[src/core/can_timing_pkg.sv]
// shared constants, types and register map of the can bit timing block
package can_timing_pkg;

    // register port widths
    localparam int ADDR_W = 8;
    localparam int DATA_W = 8;

    // register offsets
    localparam logic [7:0] CTRL_OFFSET   = 8'h00;
    localparam logic [7:0] STATUS_OFFSET = 8'h01;
    localparam logic [7:0] BTR0_OFFSET   = 8'h02;
    localparam logic [7:0] BTR1_OFFSET   = 8'h03;

    // control and status bit positions
    localparam int CTRL_INIT_REQ_BIT = 0;
    localparam int CTRL_CLK_SEL_BIT  = 1;
    localparam int STAT_INIT_ACK_BIT = 0;
    localparam int STAT_RX_BIT       = 1;

    // reset values: init request set so timing can be written at once
    localparam logic [7:0] CTRL_RESET = 8'h01;
    localparam logic [7:0] BTR0_RESET = 8'h00;
    localparam logic [7:0] BTR1_RESET = 8'h00;
    localparam logic [7:0] READ_ZERO  = 8'h00;

    // timing constants in time quanta
    localparam logic [5:0] SYNC_SEG_TQ = 6'h01;
    localparam logic [5:0] ONE_TQ      = 6'h01;

    // bit timing fields, laid out as the two registers side by side
    typedef struct packed {
        logic       triple;   // btr1 bit 7
        logic [2:0] seg2;     // btr1 bits 6-4
        logic [3:0] seg1;     // btr1 bits 3-0
        logic [1:0] jump;     // btr0 bits 7-6
        logic [5:0] presc;    // btr0 bits 5-0
    } bit_timing_type;

    typedef enum logic [1:0] {
        SEG_SYNC,
        SEG_FIRST,
        SEG_SECOND
    } seg_state_type;

endpackage

[src/core/tq_divider.sv]
// time quantum prescaler: one tick per (divisor + 1) enabled cycles
`timescale 1ns/10ps
module tq_divider
    import can_timing_pkg::*;
(
    input  wire logic       clk_in,
    input  wire logic       rst_n_in,
    input  wire logic       clear_in,
    input  wire logic       enable_in,
    input  wire logic [5:0] divisor_in,
    output logic            tick_out
);

    logic [5:0] cnt_reg;
    logic [6:0] en_seen_reg;
    logic       seen_reg;

    // prescale counter; clear holds it while timing is reprogrammed
    always_ff @(posedge clk_in) begin
        if (!rst_n_in || clear_in) begin
            cnt_reg  <= '0;
            tick_out <= 1'b0;
        end else if (enable_in) begin
            if (cnt_reg == divisor_in) begin
                cnt_reg  <= '0;
                tick_out <= 1'b1;
            end else begin
                cnt_reg  <= cnt_reg + 6'h01;
                tick_out <= 1'b0;
            end
        end else begin
            tick_out <= 1'b0;
        end
    end

    // helper: enabled cycles between two ticks, for the spacing check
    always_ff @(posedge clk_in) begin
        if (!rst_n_in || clear_in) begin
            en_seen_reg <= '0;
            seen_reg    <= 1'b0;
        end else if (tick_out) begin
            en_seen_reg <= {6'h00, enable_in};
            seen_reg    <= 1'b1;
        end else begin
            en_seen_reg <= en_seen_reg + {6'h00, enable_in};
        end
    end

    chk_tick_spacing: assert property (@(posedge clk_in)
        disable iff (!rst_n_in)
        (tick_out && seen_reg && !clear_in)
            |-> en_seen_reg == ({1'b0, divisor_in} + 7'h01))
        else $error("quantum tick spacing differs from prescale");

    chk_tick_source: assert property (@(posedge clk_in)
        disable iff (!rst_n_in)
        tick_out |-> $past(enable_in))
        else $error("quantum tick without a can clock edge");

endmodule

[src/core/can_bit_timing.sv]
// can bit timing: timing registers, segment sequencer and bus sampling
//
// Added by the designer: the strobed register port and the address map.
`timescale 1ns/10ps

////////////////////////////////////////////////////////////////////////////////
module can_bit_timing
    import can_timing_pkg::*;
(
    input  wire logic              CLK_IN,
    input  wire logic              RST_N_IN,
    input  wire logic              OSC_TICK_IN,
    input  wire logic              CAN_RX_IN,
    input  wire logic [ADDR_W-1:0] ADDR_IN,
    input  wire logic [DATA_W-1:0] WDATA_IN,
    input  wire logic              WR_IN,
    input  wire logic              RD_IN,
    output logic      [DATA_W-1:0] RDATA_OUT,
    output logic                   INIT_ACK_OUT,
    output logic                   TQ_TICK_OUT,
    output logic                   BIT_START_OUT,
    output logic                   SAMPLE_POINT_OUT,
    output logic                   RX_BIT_OUT
);

    bit_timing_type timing_reg;
    seg_state_type  state_reg;
    logic           init_req_reg;
    logic           clk_sel_reg;
    logic           init_active;
    logic           can_clk_en;
    logic           tq_tick;
    logic [5:0]     tq_cnt_reg;
    logic [2:0]     ext_reg;
    logic [2:0]     shorten_reg;
    logic           resynced_reg;
    logic           last_rx_reg;
    logic [1:0]     hist_reg;
    logic [5:0]     seg1_len;
    logic [5:0]     seg2_len;
    logic [2:0]     jump_len;
    logic [5:0]     seg1_end;
    logic [5:0]     seg2_end;
    logic           edge_seen;
    logic           majority;
    logic [6:0]     bit_tq_cnt_reg;

    ////////////////////////////////////////////////////////////////////////////
    // register port

    assign init_active = init_req_reg && INIT_ACK_OUT;

    // request is writable anytime; clock select only in init mode
    always_ff @(posedge CLK_IN) begin
        if (!RST_N_IN) begin
            init_req_reg <= CTRL_RESET[CTRL_INIT_REQ_BIT];
            clk_sel_reg  <= CTRL_RESET[CTRL_CLK_SEL_BIT];
        end else if (WR_IN && ADDR_IN == CTRL_OFFSET) begin
            init_req_reg <= WDATA_IN[CTRL_INIT_REQ_BIT];
            if (init_active) begin
                clk_sel_reg <= WDATA_IN[CTRL_CLK_SEL_BIT];
            end
        end
    end

    // acknowledge follows the request one cycle later (handshake)
    always_ff @(posedge CLK_IN) begin
        if (!RST_N_IN) begin
            INIT_ACK_OUT <= CTRL_RESET[CTRL_INIT_REQ_BIT];
        end else begin
            INIT_ACK_OUT <= init_req_reg;
        end
    end

    // timing writes outside init mode are dropped silently
    always_ff @(posedge CLK_IN) begin
        if (!RST_N_IN) begin
            timing_reg <= {BTR1_RESET, BTR0_RESET};
        end else if (WR_IN && init_active) begin
            if (ADDR_IN == BTR0_OFFSET) begin
                timing_reg[7:0] <= WDATA_IN;
            end
            if (ADDR_IN == BTR1_OFFSET) begin
                timing_reg[15:8] <= WDATA_IN;
            end
        end
    end

    // read data in the cycle after the strobe; unmapped reads as zero
    always_ff @(posedge CLK_IN) begin
        if (!RST_N_IN || !RD_IN) begin
            RDATA_OUT <= READ_ZERO;
        end else begin
            case (ADDR_IN)
                CTRL_OFFSET: begin
                    RDATA_OUT <= {6'h00, clk_sel_reg, init_req_reg};
                end
                STATUS_OFFSET: begin
                    RDATA_OUT <= {6'h00, RX_BIT_OUT, INIT_ACK_OUT};
                end
                BTR0_OFFSET: RDATA_OUT <= timing_reg[7:0];
                BTR1_OFFSET: RDATA_OUT <= timing_reg[15:8];
                default:     RDATA_OUT <= READ_ZERO;
            endcase
        end
    end

    ////////////////////////////////////////////////////////////////////////////
    // quantum clock

    assign can_clk_en = clk_sel_reg ? 1'b1 : OSC_TICK_IN;

    tq_divider u_divider (
        .clk_in     (CLK_IN),
        .rst_n_in   (RST_N_IN),
        .clear_in   (init_active),
        .enable_in  (can_clk_en),
        .divisor_in (timing_reg.presc),
        .tick_out   (tq_tick)
    );

    ////////////////////////////////////////////////////////////////////////////
    // segment sequencer

    // segment lengths in quanta, adjusted by the current resync
    assign seg1_len  = {2'b00, timing_reg.seg1} + ONE_TQ;
    assign seg2_len  = {3'b000, timing_reg.seg2} + ONE_TQ;
    assign jump_len  = {1'b0, timing_reg.jump} + 3'h1;
    assign seg1_end  = seg1_len + {3'b000, ext_reg} - ONE_TQ;
    assign seg2_end  = seg2_len - {3'b000, shorten_reg} - ONE_TQ;
    // recessive to dominant edge seen on a quantum boundary
    assign edge_seen = last_rx_reg && !CAN_RX_IN && !resynced_reg;
    assign majority  = (hist_reg[1] & hist_reg[0])
                     | (hist_reg[1] & CAN_RX_IN)
                     | (hist_reg[0] & CAN_RX_IN);

    // one resync per bit keeps a glitchy bus from stretching a bit twice
    always_ff @(posedge CLK_IN) begin
        if (!RST_N_IN || init_active) begin
            state_reg    <= SEG_SYNC;
            tq_cnt_reg   <= '0;
            ext_reg      <= '0;
            shorten_reg  <= '0;
            resynced_reg <= 1'b1;
        end else if (tq_tick) begin
            case (state_reg)
                SEG_SYNC: begin
                    state_reg    <= SEG_FIRST;
                    tq_cnt_reg   <= '0;
                    ext_reg      <= '0;
                    shorten_reg  <= '0;
                    resynced_reg <= 1'b0;
                end
                SEG_FIRST: begin
                    if (tq_cnt_reg == seg1_end) begin
                        state_reg  <= SEG_SECOND;
                        tq_cnt_reg <= '0;
                    end else begin
                        tq_cnt_reg <= tq_cnt_reg + ONE_TQ;
                    end
                    if (edge_seen) begin // late edge lengthens
                        resynced_reg <= 1'b1;
                        ext_reg <= (tq_cnt_reg + ONE_TQ > {3'b000, jump_len})
                                 ? jump_len : tq_cnt_reg[2:0] + 3'h1;
                    end
                end
                SEG_SECOND: begin
                    if (edge_seen && seg2_end - tq_cnt_reg
                        <= {3'b000, jump_len}) begin // early edge
                        state_reg    <= SEG_FIRST;
                        tq_cnt_reg   <= '0;
                        ext_reg      <= '0;
                        resynced_reg <= 1'b1;
                    end else if (edge_seen) begin
                        shorten_reg  <= jump_len;
                        resynced_reg <= 1'b1;
                        tq_cnt_reg   <= tq_cnt_reg + ONE_TQ;
                    end else if (tq_cnt_reg >= seg2_end) begin
                        state_reg  <= SEG_SYNC;
                        tq_cnt_reg <= '0;
                    end else begin
                        tq_cnt_reg <= tq_cnt_reg + ONE_TQ;
                    end
                end
                default: state_reg <= SEG_SYNC;
            endcase
        end
    end

    ////////////////////////////////////////////////////////////////////////////
    // bus sampling and outputs

    // bus level history at each quantum boundary
    always_ff @(posedge CLK_IN) begin
        if (!RST_N_IN) begin
            last_rx_reg <= 1'b1;
            hist_reg    <= 2'b11;
        end else if (tq_tick) begin
            last_rx_reg <= CAN_RX_IN;
            hist_reg    <= {hist_reg[0], CAN_RX_IN};
        end
    end

    // received bit taken at the end of the first segment
    always_ff @(posedge CLK_IN) begin
        if (!RST_N_IN) begin
            RX_BIT_OUT       <= 1'b1;
            SAMPLE_POINT_OUT <= 1'b0;
        end else begin
            SAMPLE_POINT_OUT <= 1'b0;
            if (tq_tick && !init_active && state_reg == SEG_FIRST
                && tq_cnt_reg == seg1_end) begin
                SAMPLE_POINT_OUT <= 1'b1;
                RX_BIT_OUT <= timing_reg.triple ? majority
                                                : CAN_RX_IN;
            end
        end
    end

    // quantum tick and bit start mirrored to the pins
    always_ff @(posedge CLK_IN) begin
        if (!RST_N_IN) begin
            TQ_TICK_OUT   <= 1'b0;
            BIT_START_OUT <= 1'b0;
        end else begin
            TQ_TICK_OUT   <= tq_tick && !init_active;
            BIT_START_OUT <= tq_tick && !init_active
                             && state_reg == SEG_SYNC;
        end
    end

    // helper: quanta per bit, for the bit length check
    always_ff @(posedge CLK_IN) begin
        if (!RST_N_IN || init_active) begin
            bit_tq_cnt_reg <= '0;
        end else if (tq_tick) begin
            bit_tq_cnt_reg <= (state_reg == SEG_SYNC) ? 7'h01
                                                      : bit_tq_cnt_reg + 7'h01;
        end
    end

    ////////////////////////////////////////////////////////////////////////////
    // checks

    chk_timing_write_gate: assert property (@(posedge CLK_IN)
        disable iff (!RST_N_IN)
        (WR_IN && !init_active) |=> $stable(timing_reg))
        else $error("timing changed outside init mode");

    chk_init_handshake: assert property (@(posedge CLK_IN)
        disable iff (!RST_N_IN)
        $rose(init_req_reg) |=> INIT_ACK_OUT)
        else $error("init acknowledge did not follow request");

    chk_bit_length: assert property (@(posedge CLK_IN)
        disable iff (!RST_N_IN)
        (tq_tick && !init_active && state_reg == SEG_SYNC && !resynced_reg)
            |-> bit_tq_cnt_reg == {1'b0, SYNC_SEG_TQ + seg1_len + seg2_len})
        else $error("nominal bit length wrong");

    chk_sync_segment: assert property (@(posedge CLK_IN)
        disable iff (!RST_N_IN || init_active)
        (tq_tick && state_reg == SEG_SYNC) |=> state_reg == SEG_FIRST)
        else $error("sync segment longer than one quantum");

    chk_single_sample: assert property (@(posedge CLK_IN)
        disable iff (!RST_N_IN)
        (SAMPLE_POINT_OUT && !timing_reg.triple)
            |-> RX_BIT_OUT == $past(CAN_RX_IN))
        else $error("single sample does not match bus");

    chk_majority_vote: assert property (@(posedge CLK_IN)
        disable iff (!RST_N_IN)
        (SAMPLE_POINT_OUT && timing_reg.triple)
            |-> RX_BIT_OUT == $past(majority))
        else $error("triple sample vote wrong");

    chk_jump_bound: assert property (@(posedge CLK_IN)
        disable iff (!RST_N_IN)
        ext_reg <= jump_len && shorten_reg <= jump_len)
        else $error("resync adjustment beyond jump width");

    chk_osc_source: assert property (@(posedge CLK_IN)
        disable iff (!RST_N_IN)
        (!clk_sel_reg && !OSC_TICK_IN) |=> !tq_tick)
        else $error("quantum tick without oscillator tick");

    cov_triple_sample: cover property (@(posedge CLK_IN)
        SAMPLE_POINT_OUT && timing_reg.triple);
    cov_lengthen: cover property (@(posedge CLK_IN)
        ext_reg != 3'h0);
    cov_shorten: cover property (@(posedge CLK_IN)
        shorten_reg != 3'h0);

endmodule

[config.mk]
export PLATFORM = sky130hd
export DESIGN_NAME = can_bit_timing
export DESIGN_NICKNAME = d
export VERILOG_FILES = /design/src/core/can_timing_pkg.sv /design/src/core/tq_divider.sv /design/src/core/can_bit_timing.sv
export SDC_FILE = /design/constraint.sdc
export NUM_CORES = 1
export LEC_CHECK = 0
export BUFFER_PORTS_ARGS = -buffer_cell sky130_fd_sc_hd__buf_2
export CAP_MARGIN = 25
export CORE_ASPECT_RATIO = 1.5
export CORE_UTILIZATION = 51
export CTS_CLUSTER_DIAMETER = 30
export DETAILED_ROUTE_END_ITERATION = 12
export PLACE_DENSITY = 0.71
export SKIP_LAST_GASP = 1
export SYNTH_ARGS = -nofsm -noshare
export SYNTH_HDL_FRONTEND = slang
export SYNTH_SLANG_ARGS = --single-unit
export TNS_END_PERCENT = 50
[constraint.sdc]
create_clock -name CLK_IN -period 4.95 [get_ports CLK_IN]
set_input_delay 0.99 -clock CLK_IN [delete_from_list [all_inputs] [get_ports CLK_IN]]
set_output_delay 0.99 -clock CLK_IN [all_outputs]
set_load 0.02 [all_outputs]
Word-level counts from Yosys, hierarchy flattened. Cells that the tools add are included.

Bits in registers: 56. Latch bits: 0. Bits in writable memories: 0. Memory bits (read-only): 0. Input port bits: 22. Word-level logic and storage cells: 111. Memories: 0.

Add/sub/neg operators: 11. Multiply operators: 0. Div/mod/pow operators: 0. Order comparisons: 3. Equal/unequal tests: 14. Shift operators: 0. Mux-type cells: 26. Bitwise gates (word level): 6. Reduce and logical (&&, ||, !) cells: 29.

Operators by type and width (number): 8-bit one-hot mux with 4 select lines (1); 6-bit 2-to-1 mux (5); 6-bit one-hot mux with 3 select lines (1); 8-bit by 2-bit == test with 1-bit output (second input constant) (2); 3-bit 2-to-1 mux (5); 6-bit by 1-bit adder with 6-bit output (second input constant) (2); 6-bit == test (2); 4-bit AND reduction (3); 1-bit logical AND (10); 3-bit one-hot mux with 3 select lines (1); 8-bit by 1-bit == test with 1-bit output (second input constant) (1); 8-bit logical NOT (1); 2-bit 2-to-1 mux (4); 2-bit inequality test (second input constant) (4); 2-bit AND reduction (4); 5-bit by 3-bit adder with 6-bit output (1); 6-bit >= comparator (1); 6-bit by 3-bit greater-than comparator with 1-bit output (1); 6-bit by 3-bit <= comparator with 1-bit output (1); 1-bit 2-to-1 mux (6); 3-bit inequality test (second input constant) (2); 2-bit one-hot mux with 3 select lines (1); 3-bit one-hot mux with 2 select lines (1); 5-bit by 2-bit subtractor with 6-bit output (second input constant) (1); 20 further kinds (28).

Longest topological paths before layout. Gate-level depths: netlist (run 1).

Depth after elaboration: 8. Gate-level depth with buffers: 19.

By module. From an unflattened synthesis (run 1), not the netlist that was laid out.

Cells, all modules: 374. Area total of the unflattened synthesis: 3394.5 µm².

Modules (own cells, without submodules): can_bit_timing (instances 1, cells an instance 336, area each 2999.1 µm², sequential area each 960.9 µm²); tq_divider (instances 1, cells an instance 38, area each 395.4 µm², sequential area each 140.1 µm²).

Worst setup path after synthesis (run 1). OpenSTA, ideal clock, no wires.

Kind: reg2reg. From: register timing_reg[13] in the netlist's numbering. To: register state_reg[0]. Data arrival time: 3642 ps. Required time: 4880 ps. Setup slack: 1238 ps. Stages on the path, launching flop included: 17. Buffers on the path: 0. Cells stage by stage: dfxtp_1 > inv_1 > ha_1 > inv_1 > ha_1 > fa_1 > nand2b_1 > nor2_1 > a211oi_1 > a21oi_1 > a221oi_1 > ha_1 > xnor2_1 > nand2_1 > o41a_1 > or4_1 > a21oi_1.

Word-level cells in the longest chain between the ends: 8. Elaborated cells on any way between the ends: 12. Classes of those cells: add/sub (4); order compare (2); eq/ne (2); mux (2); reduce/logical (2).

RTL lines: from (decl) (line can_bit_timing.sv:26) `bit_timing_type timing_reg;`; from (signal assigned) (line can_bit_timing.sv:78) `timing_reg <= {BTR1_RESET, BTR0_RESET};`; 3-bit by 1-bit adder with 4-bit output * (line can_bit_timing.sv:127) `assign seg2_len = {3'b000, timing_reg.seg2} + ONE_TQ;`; 4-bit by 3-bit subtractor with 5-bit output * (line can_bit_timing.sv:130) `assign seg2_end = seg2_len - {3'b000, shorten_reg} - ONE_TQ;`; 5-bit by 2-bit subtractor with 6-bit output * (line can_bit_timing.sv:130); 6-bit subtractor (line can_bit_timing.sv:168) `if (edge_seen && seg2_end - tq_cnt_reg`; 6-bit by 3-bit <= comparator with 1-bit output (line can_bit_timing.sv:169) `<= {3'b000, jump_len}) begin`; 1-bit logical AND (line can_bit_timing.sv:168); 3-bit inequality test (no source line) or 2-bit 2-to-1 mux (tied branches); 4-bit AND reduction (no source line) or 2-bit one-hot mux with 3 select lines (tied branches); to (signal assigned) (line can_bit_timing.sv:170) `state_reg <= SEG_FIRST;`; to (signal assigned) (line can_bit_timing.sv:179) `state_reg <= SEG_SYNC;`; to (signal assigned) (line can_bit_timing.sv:185) `default: state_reg <= SEG_SYNC;`; to (decl) (line can_bit_timing.sv:27) `seg_state_type state_reg;`.

Every way passes the cells marked *; elsewhere a longest branch is shown, timed or not. A chain may end at the register's enable or synchronous reset.

Final worst setup path (run 1). Ends and elaborated chain as after synthesis.

==> summary.md, run 1 <==
| Metric | Value |
|---|---|
| Vias in the first global route | `2657` |
| Setup TNS Final | `0 ns` |
| Clock Latency Late Sink | `0.30 ns` |
| Die height | `101.9 µm` |
| Max-slew violations | `0` |
| Top Ports | `35` |
| Worst-path clk slew | `0.10 ns` |
| Yosys warning total | `0` |
| Via Count | `2831` |
| Initial drt markers | `200` |
| CP Max Fanout | `11` |
| Internal Power | `0.6037 mW` |
| Antenna cells | `0` |
| Routed wire length | `7533 µm` |
| Final std cells w/o fill | `495` |
| Final hold violation count | `0` |
| Die area | `6996 µm²` |
| GRT Overall Usage | `23.57%` |
| Status | `finished, final reports clean` |
| Clock power frac | `38.4%` |
| Worst Tran Pin Value | `0.5655 ns` |
| CTS tree | `built` |
| Setup violations, final | `0` |
| Peak Freq | `233.7 MHz` |
| Total gr overflow | `0` |
| Number of flip-flops in the largest register | `16` |
| Placed Cells | `488` |
| WP data required | `5.18 ns` |
| Hold Buf Count CTS | `0` |
| Critical Path Max Stage Delay | `0.54 ns` |
| Compound-gate portion of the synthesized area | `16.99%` |
| Seq cells post-synth | `55` |
| Drt drc | `0` |
| CTS Root Cell | `clkbuf_8` |
| Routed vias/inst | `5.719` |
| Post-synthesis net count | `445` |
| Overall Power | `0.7647 mW` |
| Share of cells above drive strength 1 | `13.37%` |
| Antenna violations before repair | `0` |
| Max_slew headroom | `62.21%` |
| Final worst path period need | `4.280 ns` |
| Most frequent CP cell | `ha_1` |
| Final clock period utilization by the worst path | `86.46%` |
| Largest net degree at the start of global routing | `29` |
| Post CTS Setup Buffer Count | `0` |
| Area of the core | `6486 µm²` |
| Max VDD drop | `0.1909 mV` |
| Port buffer count | `34` |
| Max clock buf depth | `2` |
| Mapped Area | `3396 µm²` |
| Area leader, netlist | `dfxtp_1` |
| HPWL Detailed | `5885 µm` |
| Max_cap viols | `0` |
| Critical Path Source Type | `flip-flop` |
| LEAKAGE | `1.487 nW` |
| Sequential share of the synthesized area | `32.42%` |
| DR WL/cell | `15.22 µm` |
| Area Overhead vs Synth | `9.248%` |
| Skew final | `0.004413 ns` |
| Post-synth EDFFs | `0` |
| Seq pwr share | `57.9%` |
| Most common cell in the synthesized netlist | `dfxtp_1` |
| Slowest CP cell | `fa_1` |
| Top_reg_cell synth | `dfxtp_1` |
| Num rows | `36` |
| Top post-synthesis cells by count | `dfxtp_1, nand2_1, nor2_1` |
| Adder-cell share of the synthesized area | `12.31%` |
| H-tree Lvls | `2` |
| Post-place setup slack | `0.6905 ns` |
| Power Dens Cells | `206.1 nW/µm²` |
| Final Wtd Congestion | `0.8400` |
| Syn Inst Count | `392` |
| 1st-pass router iterations | `4` |
| Chip Width | `68.63 µm` |
| RSZ-0062 raised after global routing | `false` |
| Simple-gate portion of the synthesized area | `21.37%` |
| Switch share | `21.05%` |
| Post-synth ARST share | `0%` |
| Sw power | `0.1609 mW` |
| Critical Path AT | `4.51 ns` |
| CP cell instances | `inv_1 -> ha_1 -> inv_1 -> ha_1 -> fa_1 -> nand2b_1 -> nor2_1 -> a211oi_1 -> a21oi_1 -> a221oi_1 -> ha_1 -> xnor2_1 -> nand4b_4 -> o211a_1 -> or4_1 -> a21oi_1` |
| CTS sink count | `55` |
| Area share of the largest cell type after synthesis | `32.42%` |
| Xor/xnor share of the synthesized area | `6.927%` |
| Initial Util | `52.35%` |
| Post-route ant nets | `0` |
| Post-synthesis mux area share | `5.527%` |
| Nets | `472` |
| Num CTS Buffers | `5` |
| CP Class | `flip-flop to flip-flop` |
| Syn_area_per_cell | `8.663 µm²` |
| First-pass GRT wire length | `12360 µm` |
| Ranking of synthesized cells by area | `dfxtp_1, ha_1, nand2_1, mux2i_1, xnor2_1` |
| Fin worst setup slack | `0.6703 ns` |
| Count of cell types in the netlist | `57` |
| Worst min path class | `flip-flop to flip-flop` |
| CP endpoint kind | `flip-flop` |
| Post-cts sizing count | `0` |
| Comb pwr share | `3.7%` |
| Largest family of logic cells by synthesized area | `simple AND/OR/NAND/NOR gates` |
| Fin util | `57.20%` |
[layout make-up]
class,instances,area (µm²)
repair buffers,34,170.2
clock inverters,2,37.54
multi-input cells,298,2143
clock buffers,5,68.82
well taps,76,95.09
flip-flops and latches,55,1101
fillers,616,2776
inverters,25,93.84
[final timing paths]
path                                     end  cells after the start  slack (ns)           start
worst max register to register  state_reg[0]                     16        0.67  timing_reg[13]
worst min register to register   hist_reg[1]                      2        0.48     hist_reg[1]
worst max-delay path            state_reg[0]                     16        0.67  timing_reg[13]
worst min-delay path             hist_reg[1]                      2        0.48     hist_reg[1]
[per-layer routing]
| layer | track usage [%] | vias to the layer above | routed length, µm |
|---|---|---|---|
| li1 | - | 1421 | - |
| met1 | 26.72 | 1349 | 3155 |
| met2 | 42.53 | 43 | 3985 |
| met3 | 3.460 | 18 | 176 |
| met4 | 9.615 | 0 | 215 |
| met5 | 0 | - | 0 |
[power by group through the flow]
stage          logic [mW]  registers [mW]  clock network [mW]
2_1_floorplan      0.0146           0.453                   0
3_3_place_gp       0.0282           0.453                   0
3_5_place_dp       0.0284           0.453                   0
4_1_cts            0.0286           0.443               0.298
5_1_grt            0.0310           0.443               0.312
6_report           0.0285           0.443               0.294
[through the flow]
step	cell area (µm²)	hold slack, ns
floorplan	3396	0.4425
global placement	3603	0.4557
detailed placement	3603	0.4643
CTS	3710	0.4891
global route	3710	0.5238
finish	3710	0.4822
[worst max-delay path: cells and delay by family, from the launching register on]
family          cells  cell delay, ns
buf+inv             2            0.10
fa+ha+maj           4            1.39
simple gates        4            0.90
compound gates      5            1.10
flops               1            0.37
xor+xnor            1            0.34
[cells by family after synthesis]
logic type / count (synthesis)
compound gates: 83
fa+ha+maj: 31
mux: 16
simple gates: 142
buf+inv: 39
flops: 55
xor+xnor: 26
[cells in the final DEF (no fill, tap or decap), drive strengths merged, types with 14 or more instances in the layout]
| cell type | n |
|---|---|
| a21oi | 17 |
| a21boi | 17 |
| nand2 | 54 |
| buf | 34 |
| o21ai | 14 |
| ha | 27 |
| nor2 | 28 |
| dfxtp | 55 |
| inv | 25 |
Note: power is estimated with default switching activity, not from simulation.
==> inputs of run 2 (changes only) <==
- BUFFER_PORTS_ARGS: -buffer_cell sky130_fd_sc_hd__buf_2 -> not set
- CORE_UTILIZATION: 51 -> 55
- DONT_BUFFER_PORTS: not set -> 1
- PLACE_DENSITY: 0.71 -> 0.7
==> summary.md, run 2 (synthesis gave the netlist of run 1 again) <==
| Metric | Value |
|---|---|
| Die area | `6499 µm²` |
| Vias in the first global route | `2718` |
| Num CTS Buffers | `5` |
| Max_cap viols | `0` |
| Max VDD drop | `0.1497 mV` |
| Final Wtd Congestion | `0.8599` |
| Setup TNS Final | `0 ns` |
| HPWL Detailed | `5926 µm` |
| Hold slack | `0.4816 ns` |
| Capturing point of the worst reg2reg path | `state_reg[0]` |
| Fin worst setup slack | `0.7166 ns` |
| CTS Root Cell | `clkbuf_8` |
| DR WL/cell | `16.65 µm` |
| Most frequent cells in the layout | `dfxtp_1, nand2_1, nor2_1, ha_1, inv_1` |
| Chip Width | `66.16 µm` |
| Fin util | `60.21%` |
| Commonest non-fill, non-tap cell in the layout | `dfxtp_1` |
| Routed wire length | `7608 µm` |
| Drt drc | `0` |
| H-tree Lvls | `2` |
| Critical Path Source Type | `flip-flop` |
| Status | `finished, final reports clean` |
| Max_slew headroom | `62.25%` |
| Reg-to-Reg Start | `timing_reg[13]` |
| Worst Tran Pin Value | `0.5648 ns` |
| Clock Latency Late Sink | `0.31 ns` |
| Final worst path period need | `4.233 ns` |
| Post CTS Setup Buffer Count | `0` |
| CP Class | `flip-flop to flip-flop` |
| Most frequent CP cell | `ha_1` |
| Initial Util | `57.84%` |
| Total gr overflow | `0` |
| Via Count | `2766` |
| Post-cts sizing count | `0` |
| Peak Freq | `236.2 MHz` |
| Share of cells above drive strength 1 | `5.714%` |
| Worst min path class | `flip-flop to flip-flop` |
| RSZ-0062 raised after global routing | `false` |
| CP Max Fanout | `11` |
| Sw power | `0.1573 mW` |
| Critical Path Max Stage Delay | `0.54 ns` |
| Antenna cells | `0` |
| Die height | `98.24 µm` |
| Power Dens Cells | `213.7 nW/µm²` |
| Post-place setup slack | `0.7644 ns` |
| CTS sink count | `55` |
| Final instance area | `3535 µm²` |
| WP data required | `5.19 ns` |
| Nets | `438` |
| Top Ports | `35` |
| Routed vias/inst | `6.053` |
| Largest net degree at the start of global routing | `29` |
| Final hold violation count | `0` |
| Port buffer count | `0` |
| Skew final | `0.005258 ns` |
| Number of flip-flops in the largest register | `16` |
| Placed inst area | `3428 µm²` |
| Antenna violations before repair | `0` |
| CTS tree | `built` |
| GRT Overall Usage | `25.29%` |
| CP endpoint kind | `flip-flop` |
| Initial drt markers | `126` |
| Num rows | `34` |
| Worst r2r path cells | `16` |
| First-pass GRT wire length | `12720 µm` |
| Switch share | `20.82%` |
| R2r setup slk | `0.72 ns` |
| Seq pwr share | `58.6%` |
| LEAKAGE | `1.339 nW` |
| Internal Power | `0.5981 mW` |
| Setup violations, final | `0` |
| Hold Buf Count CTS | `0` |
| Comb pwr share | `1.7%` |
| Area Overhead vs Synth | `4.090%` |
| CP cell instances | `inv_1 -> ha_1 -> inv_1 -> ha_1 -> fa_1 -> nand2b_1 -> nor2_1 -> a211oi_1 -> a21oi_1 -> a221oi_1 -> ha_1 -> xnor2_1 -> nand4b_4 -> o211a_1 -> or4_1 -> a21oi_1` |
| Hold path cells | `2` |
| Clock power frac | `39.8%` |
| 1st-pass router iterations | `4` |
| HP Start | `hist_reg[1]` |
| Area of the core | `5871 µm²` |
| Critical Path AT | `4.47 ns` |
| Final clock period utilization by the worst path | `85.52%` |
| Worst-path clk slew | `0.10 ns` |
| Max-slew violations | `0` |
| Worst Hold End | `hist_reg[1]` |
| Slowest CP cell | `fa_1` |
| Max clock buf depth | `2` |
| Post-route ant nets | `0` |
-- run 2: power by group through the flow --
stage	Clock [mW]	Combinational, mW	Sequential, mW
after floorplan	0	0.0146	0.453
after global placement	0	0.0124	0.453
after detailed placement	0	0.0125	0.453
after CTS	0.304	0.0126	0.443
after global routing	0.321	0.0135	0.443
final	0.300	0.0125	0.443
-- run 2: area by class of cell --
| class | count | area [µm²] |
|---|---|---|
| fillers | 540 | 2336 |
| multi-input cells | 298 | 2143 |
| flip-flops and latches | 55 | 1101 |
| inverters | 25 | 93.84 |
| well taps | 72 | 90.09 |
| clock buffers | 5 | 68.82 |
| clock inverters | 2 | 37.54 |
-- run 2: how the worst max path moves through the flow --
stage | from | endpoint | cells after the start
floorplan | timing_reg[13] | state_reg[0] | 16
global placement | timing_reg[13] | state_reg[0] | 16
detailed placement | timing_reg[13] | state_reg[0] | 16
CTS | timing_reg[13] | state_reg[0] | 16
global route | timing_reg[13] | state_reg[0] | 16
finish | timing_reg[13] | state_reg[0] | 16
-- run 2: worst max-delay path: cells and delay by family (launching register included) --
| kind | cells | cell delay (ns) |
|---|---|---|
| flip-flops | 1 | 0.36 |
| AO/OA/AOI/OAI | 5 | 1.08 |
| XOR/XNOR | 1 | 0.35 |
| AND/OR/NAND/NOR | 4 | 0.91 |
| buffers and inverters | 2 | 0.09 |
| adder cells (fa/ha/maj) | 4 | 1.36 |
-- run 2: metrics by stage --
stage | instances | power (mW)
global placement | 450 | 0.4653
detailed placement | 450 | 0.4654
CTS | 457 | 0.7592
finish | 457 | 0.7554
global route | 457 | 0.7770
floorplan | 392 | 0.4674
-- run 2: layer usage --
layer  vias up  GRT usage [%]  wire length [µm]
met5         -              0                 0
met4         0          9.656               193
met3        14          3.972               251
met2        61          46.47              4064
met1      1334          28.10              3099
li1       1357              -                 -
==> inputs of run 3 (changes only) <==
- PLACE_DENSITY: 0.7 -> not set
- PLACE_DENSITY_LB_ADDON: not set -> 0.3
==> summary.md, run 3 (synthesis gave the netlist of run 1 again) <==
| Metric | Value |
|---|---|
| Port buffer count | `0` |
| Num rows | `34` |
| Setup TNS Final | `0 ns` |
| Clock Latency Late Sink | `0.32 ns` |
| Seq pwr share | `61.0%` |
| CP endpoint kind | `flip-flop` |
| Post-cts sizing count | `0` |
| HPWL Detailed | `5759 µm` |
| Max_slew headroom | `59.96%` |
| Commonest non-fill, non-tap cell in the layout | `dfxtp_1` |
| Sw power | `0.1707 mW` |
| Max layer used | `met4` |
| Via Count | `2744` |
| Worst path depth | `16` |
| Antenna cells | `0` |
| Drt drc | `0` |
| Most frequent cells in the layout | `dfxtp_1, nand2_1, nor2_1, ha_1, inv_1` |
| Filler cells | `519` |
| GRT Overall Usage | `24.62%` |
| CTS Root Cell | `clkbuf_8` |
| Switch share | `23.51%` |
| RSZ-0062 raised after global routing | `false` |
| Final std cells w/o fill | `458` |
| Max clock buf depth | `2` |
| Routed wire length | `7447 µm` |
| Comb pwr share | `1.7%` |
| Nets | `438` |
| Power Dens Cells | `206.0 nW/µm²` |
| Number of flip-flops in the largest register | `16` |
| Crit path buffers/inverters | `2` |
| First-pass GRT wire length | `12420 µm` |
| Post-place setup slack | `0.8028 ns` |
| Placed Cells | `450` |
| Worst Tran Pin Value | `0.5992 ns` |
| CP Class | `flip-flop to flip-flop` |
| Overall Power | `0.7260 mW` |
| Final hold violation count | `0` |
| CP cell instances | `inv_1 -> ha_1 -> inv_1 -> ha_1 -> fa_1 -> nand2b_1 -> nor2_1 -> a211oi_1 -> a21oi_1 -> a221oi_1 -> ha_1 -> xnor2_1 -> nand4b_4 -> o211a_1 -> or4_1 -> a21oi_1` |
| Area of the core | `5871 µm²` |
| Worst-path clk slew | `0.11 ns` |
| CP Max Fanout | `11` |
| Setup violations, final | `0` |
| CP top delay family | `adder cells` |
| Fin worst setup slack | `0.7018 ns` |
| Critical Path Source Type | `flip-flop` |
| 1st-pass router iterations | `6` |
| Internal Power | `0.5553 mW` |
| Peak Freq | `235.4 MHz` |
| M1 WL | `2952 µm` |
| Worst r2r path cells | `16` |
| Final Wtd Congestion | `0.8504` |
| Post-route ant nets | `0` |
| Die area | `6499 µm²` |
| Seq. cell area | `1101 µm²` |
| Footprint of the multi-input gates | `2143 µm²` |
| Max-slew violations | `0` |
| Fin util | `60.04%` |
| Final clock period utilization by the worst path | `85.82%` |
| Area Overhead vs Synth | `3.795%` |
| Routed vias/inst | `5.991` |
| Largest net degree at the start of global routing | `29` |
| Critical Path AT | `4.49 ns` |
| Antenna violations before repair | `0` |
| Met2 WL | `3999 µm` |
| Hold Buf Count CTS | `0` |
| Share of cells above drive strength 1 | `5.959%` |
| Clock power frac | `37.3%` |
| LEAKAGE | `1.335 nW` |
| Hold path cells | `2` |
| WP data required | `5.19 ns` |
| CTS tree | `built` |
| Chip Width | `66.16 µm` |
| Max VDD drop | `0.1324 mV` |
| Final worst path period need | `4.248 ns` |
| Most frequent CP cell | `ha_1` |
| DR WL/cell | `16.26 µm` |
| Skew final | `0.01086 ns` |
| Post CTS Setup Buffer Count | `0` |
| Initial drt markers | `174` |
| Die height | `98.24 µm` |
| Vias in the first global route | `2689` |
| Top Ports | `35` |
| Routed wl met3 | `258 µm` |
| Max_cap viols | `0` |
| H-tree Lvls | `2` |
| Total gr overflow | `0` |
| Worst min path class | `flip-flop to flip-flop` |
| Critical Path Max Stage Delay | `0.54 ns` |
| Initial Util | `57.84%` |
| CTS sink count | `55` |
| Num CTS Buffers | `5` |
| Slowest CP cell | `fa_1` |
| Status | `finished, final reports clean` |
run 3: stage by stage:
step / hold slack (ns) / cell area [µm²]
floorplan: 0.4425 / 3396
global placement: 0.4532 / 3428
detailed placement: 0.4652 / 3428
CTS: 0.4930 / 3525
global route: 0.5132 / 3525
finish: 0.4904 / 3525
run 3: worst reg2reg max path, cell delays in order (launching register included):
cell and delay (ns):
dfxtp_1 0.36, inv_1 0.05, ha_1 0.27, inv_1 0.04, ha_1 0.23, fa_1 0.54, nand2b_1 0.15, nor2_1 0.07
a211oi_1 0.27, a21oi_1 0.07, a221oi_1 0.27, ha_1 0.34, xnor2_1 0.34, nand4b_4 0.15, o211a_1 0.35, or4_1 0.53
a21oi_1 0.14
run 3: layer usage:
layer / track usage [%] / vias to the layer above
li1: - / 1353
met1: 27.21 / 1302
met2: 44.11 / 69
met3: 4.206 / 20
met4: 11.62 / 0
met5: 0 / -
run 3: power by group through the flow:
stage | clock network, mW | registers [mW] | logic, mW
after floorplan | 0 | 0.453 | 0.0146
after global placement | 0 | 0.453 | 0.0122
after detailed placement | 0 | 0.453 | 0.0124
after CTS | 0.280 | 0.443 | 0.0125
after global routing | 0.297 | 0.443 | 0.0133
final | 0.271 | 0.443 | 0.0124
run 3: final cells by class:
type,count,area share (%)
Tap cell,72,2.556
Inverter,25,2.662
Multi-Input combinational cell,298,60.81
Clock inverter,3,0.7810
Sequential cell,55,31.24
Clock buffer,5,1.952
run 3: path summary, 6_finish.rpt:
check	to	slack [ns]	from
setup / recovery	state_reg[0]	0.70	timing_reg[13]
hold reg to reg	hist_reg[1]	0.49	hist_reg[1]
hold / removal	hist_reg[1]	0.49	hist_reg[1]
setup reg to reg	state_reg[0]	0.70	timing_reg[13]
